===== config.mk =====
export PLATFORM = sky130hd
export DESIGN_NAME = pad_autodetect
export DESIGN_NICKNAME = d
export VERILOG_FILES = /design/src/hw/pad_pkg.sv /design/src/hw/pad_autodetect.sv
export SDC_FILE = /design/constraint.sdc
export NUM_CORES = 1
export LEC_CHECK = 0
export BUFFER_PORTS_ARGS = -buffer_cell sky130_fd_sc_hd__buf_2
export CAP_MARGIN = 20
export CORE_MARGIN = 1.5
export CORE_UTILIZATION = 64
export CTS_CLUSTER_SIZE = 25
export DETAILED_ROUTE_END_ITERATION = 6
export PLACE_DENSITY = 0.94
export SYNTH_ARGS = -nofsm -noshare
export SYNTH_HDL_FRONTEND = slang
export SYNTH_SLANG_ARGS = --single-unit

===== constraint.sdc =====
create_clock -name clk -period 7.45 [get_ports clk]
set_input_delay 0.745 -clock clk [delete_from_list [all_inputs] [get_ports clk]]
set_output_delay 0.745 -clock clk [all_outputs]
set_load 0.005 [all_outputs]

===== src/hw/pad_pkg.sv =====
// Constants shared by the peripheral autodetect logic
package pad_pkg;
  // Clock rate in kHz
  localparam int unsigned CLK_KHZ = 10000;
  // Per-start detection window and level-sensor window, in ms
  localparam int unsigned DETECT_WINDOW_MS = 30000;
  localparam int unsigned FLS_WINDOW_MS = 12500;
  // Cycle counts derived from the times (exact at this rate)
  localparam int unsigned DETECT_WINDOW_CYC = DETECT_WINDOW_MS * CLK_KHZ;
  localparam int unsigned FLS_WINDOW_CYC = FLS_WINDOW_MS * CLK_KHZ;
  // Start limits and consecutive counts
  localparam logic [5:0] START_LIMIT = 6'h19;
  localparam logic [5:0] RET_LIMIT = 6'h23;
  localparam logic [2:0] RET_CONSEC = 3'h3;
  localparam logic [2:0] CONF_CONSEC = 3'h5;
  localparam logic [3:0] THR_COUNTDOWN = 4'hF;
  // Source codes: 0 none, otherwise priority index plus one
  localparam logic [1:0] SRC_NONE = 2'h0;
  // Throttle: 1 analogue sensor, 2 J1587, 3 J1939
  // Coolant: 1 sensor, 2 J1939, 3 J1587
  // Override item select
  localparam logic [1:0] ITEM_RETARDER = 2'h0;
  localparam logic [1:0] ITEM_FLS = 2'h1;
  localparam logic [1:0] ITEM_THROTTLE = 2'h2;
  localparam logic [1:0] ITEM_COOLANT = 2'h3;
  // Configuration level decoded from the driver-tied line
  localparam logic [1:0] CFG_LEVEL_A = 2'h0;
  // Number of stored calibration levels
  localparam int unsigned NUM_CAL_LEVELS = 1;
  // Reset values
  localparam logic [5:0] CNT6_RST = 6'h00;
  localparam logic [2:0] CNT3_RST = 3'h0;
  localparam logic [3:0] CNT4_RST = 4'h0;
endpackage


===== src/hw/pad_autodetect.sv =====
// Start-count based presence and source autodetect for the controller
module pad_autodetect
  import pad_pkg::*;
#(
  parameter int unsigned WIN_CYC = DETECT_WINDOW_CYC,
  parameter int unsigned FLS_CYC = FLS_WINDOW_CYC,
  parameter int unsigned CAL_LEVELS = NUM_CAL_LEVELS
) (
  // Clock and reset
  input wire logic clk,
  input wire logic rst,
  // Pin inputs, asynchronous to clk
  input wire logic engine_start,
  input wire logic retarder_pressure_solenoid_seen,
  input wire logic fluid_level_sensor_above,
  input wire logic throttle_position_sensor_seen,
  input wire logic throttle_j1587_seen,
  input wire logic throttle_j1939_seen,
  input wire logic coolant_sensor_seen,
  input wire logic coolant_j1939_seen,
  input wire logic coolant_j1587_seen,
  input wire logic hardware_config_id_hsd_tied,
  input wire logic [1:0] hardware_config_id,
  // Service tool commands, one-cycle pulses on clk
  input wire logic reset_all_cmd,
  input wire logic reset_retarder_cmd,
  input wire logic shift_learning_clear_command,
  input wire logic customer_constant_write,
  input wire logic [1:0] customer_constant_item,
  input wire logic [1:0] customer_constant_value,
  // Results
  output logic retarder_present,
  output logic retarder_done,
  output logic fls_present,
  output logic fls_done,
  output logic fls_diag_enable,
  output logic [1:0] throttle_source,
  output logic throttle_done,
  output logic [1:0] coolant_source,
  output logic coolant_done,
  output logic [1:0] cal_level,
  output logic cal_missing_code,
  output logic window_active
);
  // Elaboration checks on the parameters
  if (WIN_CYC < 2 || FLS_CYC < 1 || FLS_CYC > WIN_CYC || WIN_CYC >= 2**29)
    $error("pad_autodetect: window parameters out of range");
  if (CAL_LEVELS < 1 || CAL_LEVELS > 4)
    $error("pad_autodetect: CAL_LEVELS must be 1 to 4");

  localparam logic [28:0] WIN_LAST = 29'(WIN_CYC - 1);
  localparam logic [28:0] FLS_LIM = 29'(FLS_CYC);

  // Highest priority set bit; bit 0 ranks first
  function automatic logic [1:0] pick_src(input logic [2:0] v);
    logic [1:0] r;
    r = SRC_NONE;
    if (v[2]) r = 2'h3;
    if (v[1]) r = 2'h2;
    if (v[0]) r = 2'h1;
    return r;
  endfunction

  // Consecutive counter step, saturating at the flag count
  function automatic logic [2:0] cons_step(input logic [2:0] c,
                                           input logic seen);
    logic [2:0] r;
    r = CNT3_RST;
    if (seen) r = (c >= CONF_CONSEC) ? CONF_CONSEC : 3'(c + 3'h1);
    return r;
  endfunction

  // Two-flop synchronisers for all pin inputs
  logic [11:0] pin_raw, sync1_q, sync2_q;
  assign pin_raw = {hardware_config_id, hardware_config_id_hsd_tied,
                    coolant_j1587_seen, coolant_j1939_seen,
                    coolant_sensor_seen, throttle_j1939_seen,
                    throttle_j1587_seen, throttle_position_sensor_seen,
                    fluid_level_sensor_above,
                    retarder_pressure_solenoid_seen, engine_start};
  always_ff @(posedge clk) begin
    if (rst) begin
      sync1_q <= 12'h000;
      sync2_q <= 12'h000;
    end else begin
      sync1_q <= pin_raw;
      sync2_q <= sync1_q;
    end
  end

  // Start edge, taken from the second synchroniser stage only
  logic start_prev_q, start_pulse;
  always_ff @(posedge clk) begin
    if (rst) start_prev_q <= 1'b0;
    else start_prev_q <= sync2_q[0];
  end
  assign start_pulse = sync2_q[0] & ~start_prev_q;

  // Per-start window; a new start restarts it and drops the old one
  logic [28:0] win_cnt_q;
  logic win_q, eval;
  assign eval = win_q && win_cnt_q == WIN_LAST && !start_pulse;
  always_ff @(posedge clk) begin
    if (rst) begin
      win_q <= 1'b0;
      win_cnt_q <= 29'h00000000;
    end else if (start_pulse) begin
      win_q <= 1'b1;
      win_cnt_q <= 29'h00000000;
    end else if (eval) begin
      win_q <= 1'b0;
    end else if (win_q) begin
      win_cnt_q <= 29'(win_cnt_q + 29'h1);
    end
  end

  // Sightings latched inside the window
  logic ret_seen_q, fls_seen_q;
  logic [2:0] thr_seen_q, ect_seen_q;
  always_ff @(posedge clk) begin
    if (rst || start_pulse) begin
      ret_seen_q <= 1'b0;
      fls_seen_q <= 1'b0;
      thr_seen_q <= 3'h0;
      ect_seen_q <= 3'h0;
    end else if (win_q) begin
      ret_seen_q <= ret_seen_q | sync2_q[1];
      if (win_cnt_q < FLS_LIM)
        fls_seen_q <= fls_seen_q | sync2_q[2];
      thr_seen_q <= thr_seen_q | sync2_q[5:3];
      // Coolant order: sensor, J1939, J1587
      ect_seen_q <= ect_seen_q | sync2_q[8:6];
    end
  end

  // Tool reset held pending so it never collides with an evaluation
  logic rst_all_pend_q, rst_ret_pend_q, apply_all, apply_ret;
  assign apply_all = rst_all_pend_q & ~eval;
  assign apply_ret = (rst_ret_pend_q | rst_all_pend_q) & ~eval;
  always_ff @(posedge clk) begin
    if (rst) begin
      rst_all_pend_q <= 1'b0;
      rst_ret_pend_q <= 1'b0;
    end else begin
      // Shift learning clear is deliberately not decoded here
      rst_all_pend_q <= reset_all_cmd | (rst_all_pend_q & eval);
      rst_ret_pend_q <= reset_retarder_cmd | (rst_ret_pend_q & eval);
    end
  end

  // Override writes; evaluation has precedence in the same cycle
  logic ovr_ret, ovr_fls, ovr_thr, ovr_ect;
  assign ovr_ret = customer_constant_write &&
                   customer_constant_item == ITEM_RETARDER;
  assign ovr_fls = customer_constant_write &&
                   customer_constant_item == ITEM_FLS;
  assign ovr_thr = customer_constant_write &&
                   customer_constant_item == ITEM_THROTTLE;
  assign ovr_ect = customer_constant_write &&
                   customer_constant_item == ITEM_COOLANT;

  // General start counter for the first-group items
  logic [5:0] start_cnt_q;
  always_ff @(posedge clk) begin
    if (rst || apply_all) start_cnt_q <= CNT6_RST;
    else if (eval && start_cnt_q < START_LIMIT)
      start_cnt_q <= 6'(start_cnt_q + 6'h1);
  end

  // Retarder detection
  logic [5:0] ret_cnt_q;
  logic [2:0] ret_cons_q;
  logic [2:0] ret_cons_d;
  assign ret_cons_d = ret_seen_q ? 3'(ret_cons_q + 3'h1) : CNT3_RST;
  always_ff @(posedge clk) begin
    if (rst || apply_ret) begin
      ret_cnt_q <= CNT6_RST;
      ret_cons_q <= CNT3_RST;
      retarder_present <= 1'b0;
      retarder_done <= 1'b0;
    end else if (eval && !retarder_done) begin
      ret_cnt_q <= 6'(ret_cnt_q + 6'h1);
      ret_cons_q <= ret_cons_d;
      if (ret_cons_d == RET_CONSEC) begin
        retarder_present <= 1'b1;
        retarder_done <= 1'b1;
      end else if (6'(ret_cnt_q + 6'h1) == RET_LIMIT) begin
        retarder_present <= 1'b0;
        retarder_done <= 1'b1;
      end
    end else if (ovr_ret && !eval) begin
      retarder_present <= customer_constant_value[0];
      retarder_done <= 1'b1;
    end
  end

  // Level sensor detection; diagnostics follow the present mark
  always_ff @(posedge clk) begin
    if (rst || apply_all) begin
      fls_present <= 1'b0;
      fls_done <= 1'b0;
    end else if (eval && !fls_done) begin
      if (fls_seen_q) begin
        fls_present <= 1'b1;
        fls_done <= 1'b1;
      end else if (6'(start_cnt_q + 6'h1) >= START_LIMIT) begin
        fls_done <= 1'b1;
      end
    end else if (ovr_fls && !eval) begin
      fls_present <= customer_constant_value[0];
      fls_done <= 1'b1;
    end
  end
  always_ff @(posedge clk) begin
    if (rst) fls_diag_enable <= 1'b0;
    else fls_diag_enable <= fls_present;
  end

  // Throttle detection: unlimited until a flag, then a countdown
  logic [2:0] thr_cons_q [3];
  logic [2:0] thr_flag_q, thr_flag_d;
  logic [3:0] thr_cd_q;
  always_comb begin
    for (int i = 0; i < 3; i++)
      thr_flag_d[i] = thr_flag_q[i] |
        (cons_step(thr_cons_q[i], thr_seen_q[i]) == CONF_CONSEC);
  end
  always_ff @(posedge clk) begin
    if (rst || apply_all) begin
      for (int i = 0; i < 3; i++) thr_cons_q[i] <= CNT3_RST;
      thr_flag_q <= 3'h0;
      thr_cd_q <= CNT4_RST;
      throttle_source <= SRC_NONE;
      throttle_done <= 1'b0;
    end else if (eval && !throttle_done) begin
      for (int i = 0; i < 3; i++)
        thr_cons_q[i] <= cons_step(thr_cons_q[i], thr_seen_q[i]);
      thr_flag_q <= thr_flag_d;
      if (thr_flag_q == 3'h0) begin
        // No flag yet: best source flagged now, else best seen this start
        throttle_source <= (thr_flag_d != 3'h0) ?
          pick_src(thr_flag_d) : pick_src(thr_seen_q);
        if (thr_flag_d != 3'h0) thr_cd_q <= THR_COUNTDOWN;
      end else begin
        throttle_source <= pick_src(thr_flag_d);
        thr_cd_q <= 4'(thr_cd_q - 4'h1);
        if (thr_cd_q == 4'h1) throttle_done <= 1'b1;
      end
    end else if (ovr_thr && !eval) begin
      throttle_source <= customer_constant_value;
      throttle_done <= 1'b1;
    end
  end

  // Coolant detection over a fixed group of starts
  logic [2:0] ect_cons_q [3];
  logic [2:0] ect_flag_q, ect_flag_d;
  always_comb begin
    for (int i = 0; i < 3; i++)
      ect_flag_d[i] = ect_flag_q[i] |
        (cons_step(ect_cons_q[i], ect_seen_q[i]) == CONF_CONSEC);
  end
  always_ff @(posedge clk) begin
    if (rst || apply_all) begin
      for (int i = 0; i < 3; i++) ect_cons_q[i] <= CNT3_RST;
      ect_flag_q <= 3'h0;
      coolant_source <= SRC_NONE;
      coolant_done <= 1'b0;
    end else if (eval && !coolant_done) begin
      for (int i = 0; i < 3; i++)
        ect_cons_q[i] <= cons_step(ect_cons_q[i], ect_seen_q[i]);
      ect_flag_q <= ect_flag_d;
      coolant_source <= (ect_flag_d != 3'h0) ?
        pick_src(ect_flag_d) : pick_src(ect_seen_q);
      if (6'(start_cnt_q + 6'h1) >= START_LIMIT)
        coolant_done <= 1'b1;
    end else if (ovr_ect && !eval) begin
      coolant_source <= customer_constant_value;
      coolant_done <= 1'b1;
    end
  end

  // Configuration id sensed during the first group of starts
  logic [1:0] id_level;
  assign id_level = sync2_q[9] ? CFG_LEVEL_A : sync2_q[11:10];
  always_ff @(posedge clk) begin
    if (rst) begin
      cal_level <= CFG_LEVEL_A;
      cal_missing_code <= 1'b0;
    end else if (eval && start_cnt_q < START_LIMIT) begin
      if (32'(id_level) < CAL_LEVELS) begin
        cal_level <= id_level;
      end else begin
        cal_missing_code <= 1'b1;
      end
    end
  end

  // Window flag to the outside, registered
  always_ff @(posedge clk) begin
    if (rst) window_active <= 1'b0;
    else window_active <= win_q;
  end
  // Start counters and done marks clear only on rst or a tool reset
endmodule // pad_autodetect


; Word level (Yosys, flattened, before mapping)
; Memories as Yosys holds them, arrays and structs flattened.
; Index checks and enable logic that the tools add are counted.
[totals]
ff_bits = 105
ramBits = 18
in_bits = 22
output_inout_bits = 15
elab_cells = 227
mem_count = 2
[classes]
add_sub_neg = 11
order_cmp = 10
eq_ne = 20
n_mux = 84
bitwise_logic = 27
reduce_logical = 44
[memory_table]
columns = memory, depth, word_bits, rd, rd_ports_with_merged_regs, wr, line
row1 = ect_cons_q, 3, 3, 3, 0, 3, pad_autodetect.sv:256  ; logic [2:0] ect_cons_q [3];
row2 = thr_cons_q, 3, 3, 3, 0, 3, pad_autodetect.sv:220  ; logic [2:0] thr_cons_q [3];
[op_table]
columns = cell, count
row1 = 3-bit two-way mux, 31
row2 = 2-bit two-way mux, 20
row3 = 1-bit two-way mux, 31
row4 = 29-bit by 1-bit adder with 29-bit output (second input constant), 1
row5 = 29-bit equality test (second input constant), 1
row6 = 29-bit by 27-bit < comparator with 1-bit output (second input constant), 1
row7 = 3-bit by 1-bit adder with 3-bit output (second input constant), 7
row8 = 3-bit equality test (second input constant), 6
row9 = 3-bit greater-or-equal comparator (second input constant), 6
row10 = 2-bit AND reduction, 9
row11 = 1-bit OR, 17
row12 = 1-bit logical AND, 15
row13 = 6-bit by 1-bit adder with 6-bit output (second input constant), 2
row14 = 2-bit nonzero test, 5
row15 = 4-bit two-way mux, 2
row16 = 6-bit equality test (second input constant), 1
row17 = 6-bit by 5-bit greater-or-equal comparator with 1-bit output (second input constant), 1
row18 = 1-bit logical NOT, 6
row19 = 6-bit by 5-bit < comparator with 1-bit output (second input constant), 1
row20 = 2-bit by 1-bit inequality test with 1-bit output (second input constant), 3
row21 = 3-bit OR, 2
row22 = 3-bit nonzero test, 2
row23 = 1-bit AND, 5
row24 = 2-bit equality test (second input constant), 2
row25 = other kinds (14), 19

; Logic depth before layout (Yosys ltp)
[logic_depth]
word_depth = 11
ltp_mapped = 9
mapped_depth_nobuf = 8

; Worst setup path before layout
; No wires, ideal clock.
[synth_timing]
kind = register to register
startpoint = register win_cnt_q[0]
endpoint = memory ect_cons_q[0][0], enable pin
setup_time_ns = 0.372
arrival_time_ns = 2.075
t_required_ns = 7.078
slack_ns = 5.003
path_stages_with_launch = 8
path_buffers = 1
period_less_slack_ns = 2.447
cell_sequence = dfxtp_1 > ha_1 > and3_1 > nand4_1 > or3_1 > buf_4 > a21oi_2 > o21ai_0
[synth_lines]
columns = element, line
row1 = "start, declared", pad_autodetect.sv:100  ; logic [28:0] win_cnt_q;
row2 = "start signal, assigned", pad_autodetect.sv:113  ; win_cnt_q <= 29'(win_cnt_q + 29'h1);
row3 = "end, declared", pad_autodetect.sv:256

==> metrics.md <==
| Metric | Value |
|---|---|
| Die area | `9320 um2` |
| DIE HEIGHT | `just under 100 um` |
| Commonest non-fill, non-tap cell in the layout | `dfxtp_1` |
| H-tree levels | `4` |
| Setup TNS Final | `0 ps` |
| Max Fclk | `309 MHz` |
| Via count | `between 4,000 and 5,000` |
| Starting density of the core | `67.2%` |
| Leak | `2.32 nW` |
| Number of diodes | `0` |
| Share of cells above drive strength 1 | `14.4%` |
| Vias per Instance | `~6.4` |
| Final ANT Viol Nets | `0` |
| Final Slew Violations | `0` |
| CP arrival | `~3500 ps` |
| Drc violations | `0` |
| Post-synthesis sequential area ratio | `47.2%` |
| Number of port buffers | `35` |
| Most frequent cells in the layout | `105 x dfxtp_1, 71 x nor2_1, 42 x a21oi_1` |
| DR pass1 iterations | `5` |
| CP endpoint | `ect_cons_q[0][4]` |
| Clock skew | `14.2 ps` |
| CTS tree | `yes` |
| Post-synth EDFFs | `18` |
| Main synth FF type | `dfxtp_1` |
| Insertion delay to the later sink of the worst-skew pair | `530 ps` |
| Root buffer cell | `clkbuf_8` |
| CP Class | `flop to flop` |
| Async set-reset flop share out of synthesis | `0%` |
| Hold-fix buffers at CTS | `0` |
| Post-Synthesis Net Count | `635` |
| Die Wd | `around 97 um` |
| Worst-path clk slew | `60 ps` |
| Worst Setup SP | `win_cnt_q[0]` |
| Gr ovfl total | `0` |
| TritonCTS Buffers | `17` |
| Tmin final | `3230 ps` |
| Status | `finished, final reports clean` |
| First-pass GRT wire length | `21.7 mm` |
| Core footprint | `8340 um2` |
| Placer congestion estimate | `0.880` |
| DP HPWL | `8.22 mm` |
| Normalized max-slew margin | `37.6%` |
| Total GRT Usage | `between 30% and 40%` |
| Initial DRC Count | `430` |
| Worst reg-to-reg path cell count | `7` |
| Endpoints failing setup | `0` |
| CTS Buffer Depth | `2` |
| Critical Path RT | `7740 ps` |
| Crit Path Max Fanout | `10` |
| # rows | `33` |
| Post-cts sizing count | `0` |
| Peak supply drop | `0.000183 V` |
| Yosys warning count | `0` |
| Syn-to-layout area delta | `15.0%` |
| Nets | `677` |
| Max-cap viol count | `0` |
| Hold Path Class | `primary input to flop` |
| Crit. End Element | `flop` |
| # Post-CTS Setup Buffers | `0` |
| Cell Area, Synth | `5600 um2` |
| Vias in the first global route | `between 4,000 and 5,000` |
| Endpoints failing hold | `0` |
| Largest net degree at the start of global routing | `35` |
| Io pins | `37` |
| RSZ-0062 raised after global routing | `false` |
| Reg2Reg Setup Slack | `4220 ps` |
| Tightest Pin Transition | `926 ps` |
| FF-to-FF End | `ect_cons_q[0][4]` |
| Cells after Synth | `roughly 590` |
| Pwr/cell area | `243 nW/um2` |
| CTS sink cnt | `123` |
| Synth Area per Inst | `9.46 um2` |
| Yosys cell types | `between 50 and 60` |
| Worst Setup Start Kind | `flop` |
| Worst hold start | `hardware_config_id_hsd_tied` |
| Crit share post-route | `43.4%` |
| Initial antenna violation count | `0` |
| Post-DR wirelength/cell | `around 18 um` |
| FF+latch count, synth | `123` |
| Final wirelength | `between 10 and 15 mm` |
| Reg-to-reg startpoint | `win_cnt_q[0]` |
| Hold WS | `430 ps` |
power breakdown:
group          switching [mW]  internal [mW]  leakage [nW]
clock network           0.328          0.470         0.273
registers              0.0151          0.690          1.04
logic                  0.0371         0.0248          1.01
total                   0.380           1.19          2.32
area by class of cell:
cell class                 count  area, um2
clock buffer                  19        443
clock inverter                13        134
fill                         506       1900
inverter                      25       93.8
multi-input combinational    426       2780
sequential                   123       2640
tap                          105        131
timing repair buffer          41        220
worst min path at each step:
stage | endpoint | slack [ps] | cells past startpoint
5_1_grt | sync1_q[3] | 430 | 2
4_1_cts | sync1_q[2] | 430 | 2
3_5_place_dp | sync2_q[1] | 420 | 1
3_3_place_gp | sync2_q[7] | 420 | 1
2_1_floorplan | sync2_q[0] | 410 | 1
6_report | sync1_q[9] | 430 | 2
layer usage:
layer	up-vias	global-route usage (%)	part of all wire (%)
li1	2200	-	-
met4	0	16.8	3.9
met3	65	8.29	8.3
met1	2277	35.0	38
met2	258	53.7	50
met5	-	0	0
registers in the layout, indices dropped and copies added (netlist names), 4 cells and up:
| register | cells |
|---|---|
| sync1_q | 12 |
| thr_cons_q | 9 |
| start_cnt_q | 6 |
| sync2_q | 12 |
| ret_cnt_q | 6 |
| win_cnt_q | 29 |
| ect_cons_q | 9 |
| thr_cd_q | 4 |
metrics by stage:
| stage | area (um2) | worst slack [ps] | instances | util [%] | power, mW |
|---|---|---|---|---|---|
| final | 6440 | 4220 | 752 | 77.3 | 1.57 |
| after global routing | 6440 | 4110 | 752 | 77.3 | 1.60 |
| after CTS | 6440 | 4280 | 752 | 77.3 | 1.56 |
| after detailed placement | 5870 | 4370 | 720 | 70.4 | 0.777 |
| after global placement | 5860 | 4410 | 719 | 70.3 | 0.770 |
| after floorplan | 5600 | 5000 | 592 | - | 0.753 |
kinds of logic after synthesis:
family,after synthesis,synth area share (%)
buffers and inverters,43,3.22
flip-flops,123,47.2
XOR/XNOR,34,5.31
AO/OA/AOI/OAI,100,10.8
adder cells (fa/ha/maj),21,4.69
multiplexers,9,1.70
AND/OR/NAND/NOR,262,27.1
cells in the mapped netlist, types with 3 or more instances:
cell      count  area share (%)
nor4b_1       5            0.78
nor4_1       15             1.7
and3_1        4            0.45
a21oi_1      42             3.8
a211oi_1      6            0.80
xor2_1        8             1.3
nand2_1      32             2.1
mux2_2        4            0.80
nor3_1       21             1.9
nand4_1       9             1.0
nor4bb_1      3            0.54
and2_1        4            0.45
o21ai_0      21             1.9
dfxtp_1     105              38
and4_1        5            0.78
ha_1         21             4.7
edfxtp_1     18             9.6
nand3b_1      4            0.54
or3_1         9             1.0
xnor2_1      26             4.1
nor3b_1       8             1.1
nor2b_1      29             3.2
a311oi_1      4            0.63
nand2b_1      3            0.34
mux2i_1       5            0.89
clkbuf_1     15             1.0
a31oi_1       5            0.56
inv_1        24             1.6
nor4_4        3             1.1
o21a_1        7            0.94
nor2_1       71             4.8
nand3_1      23             2.1
worst max-delay path, stage by stage, from the launching register on:
cell and delay (ps):
dfxtp_1 380, ha_1 240, and3_1 210, nand4_1 280, or3_1 700, a21oi_2 430
o21ai_0 440, buf_4 310
No activity file was read; power rests on OpenSTA's default activity.
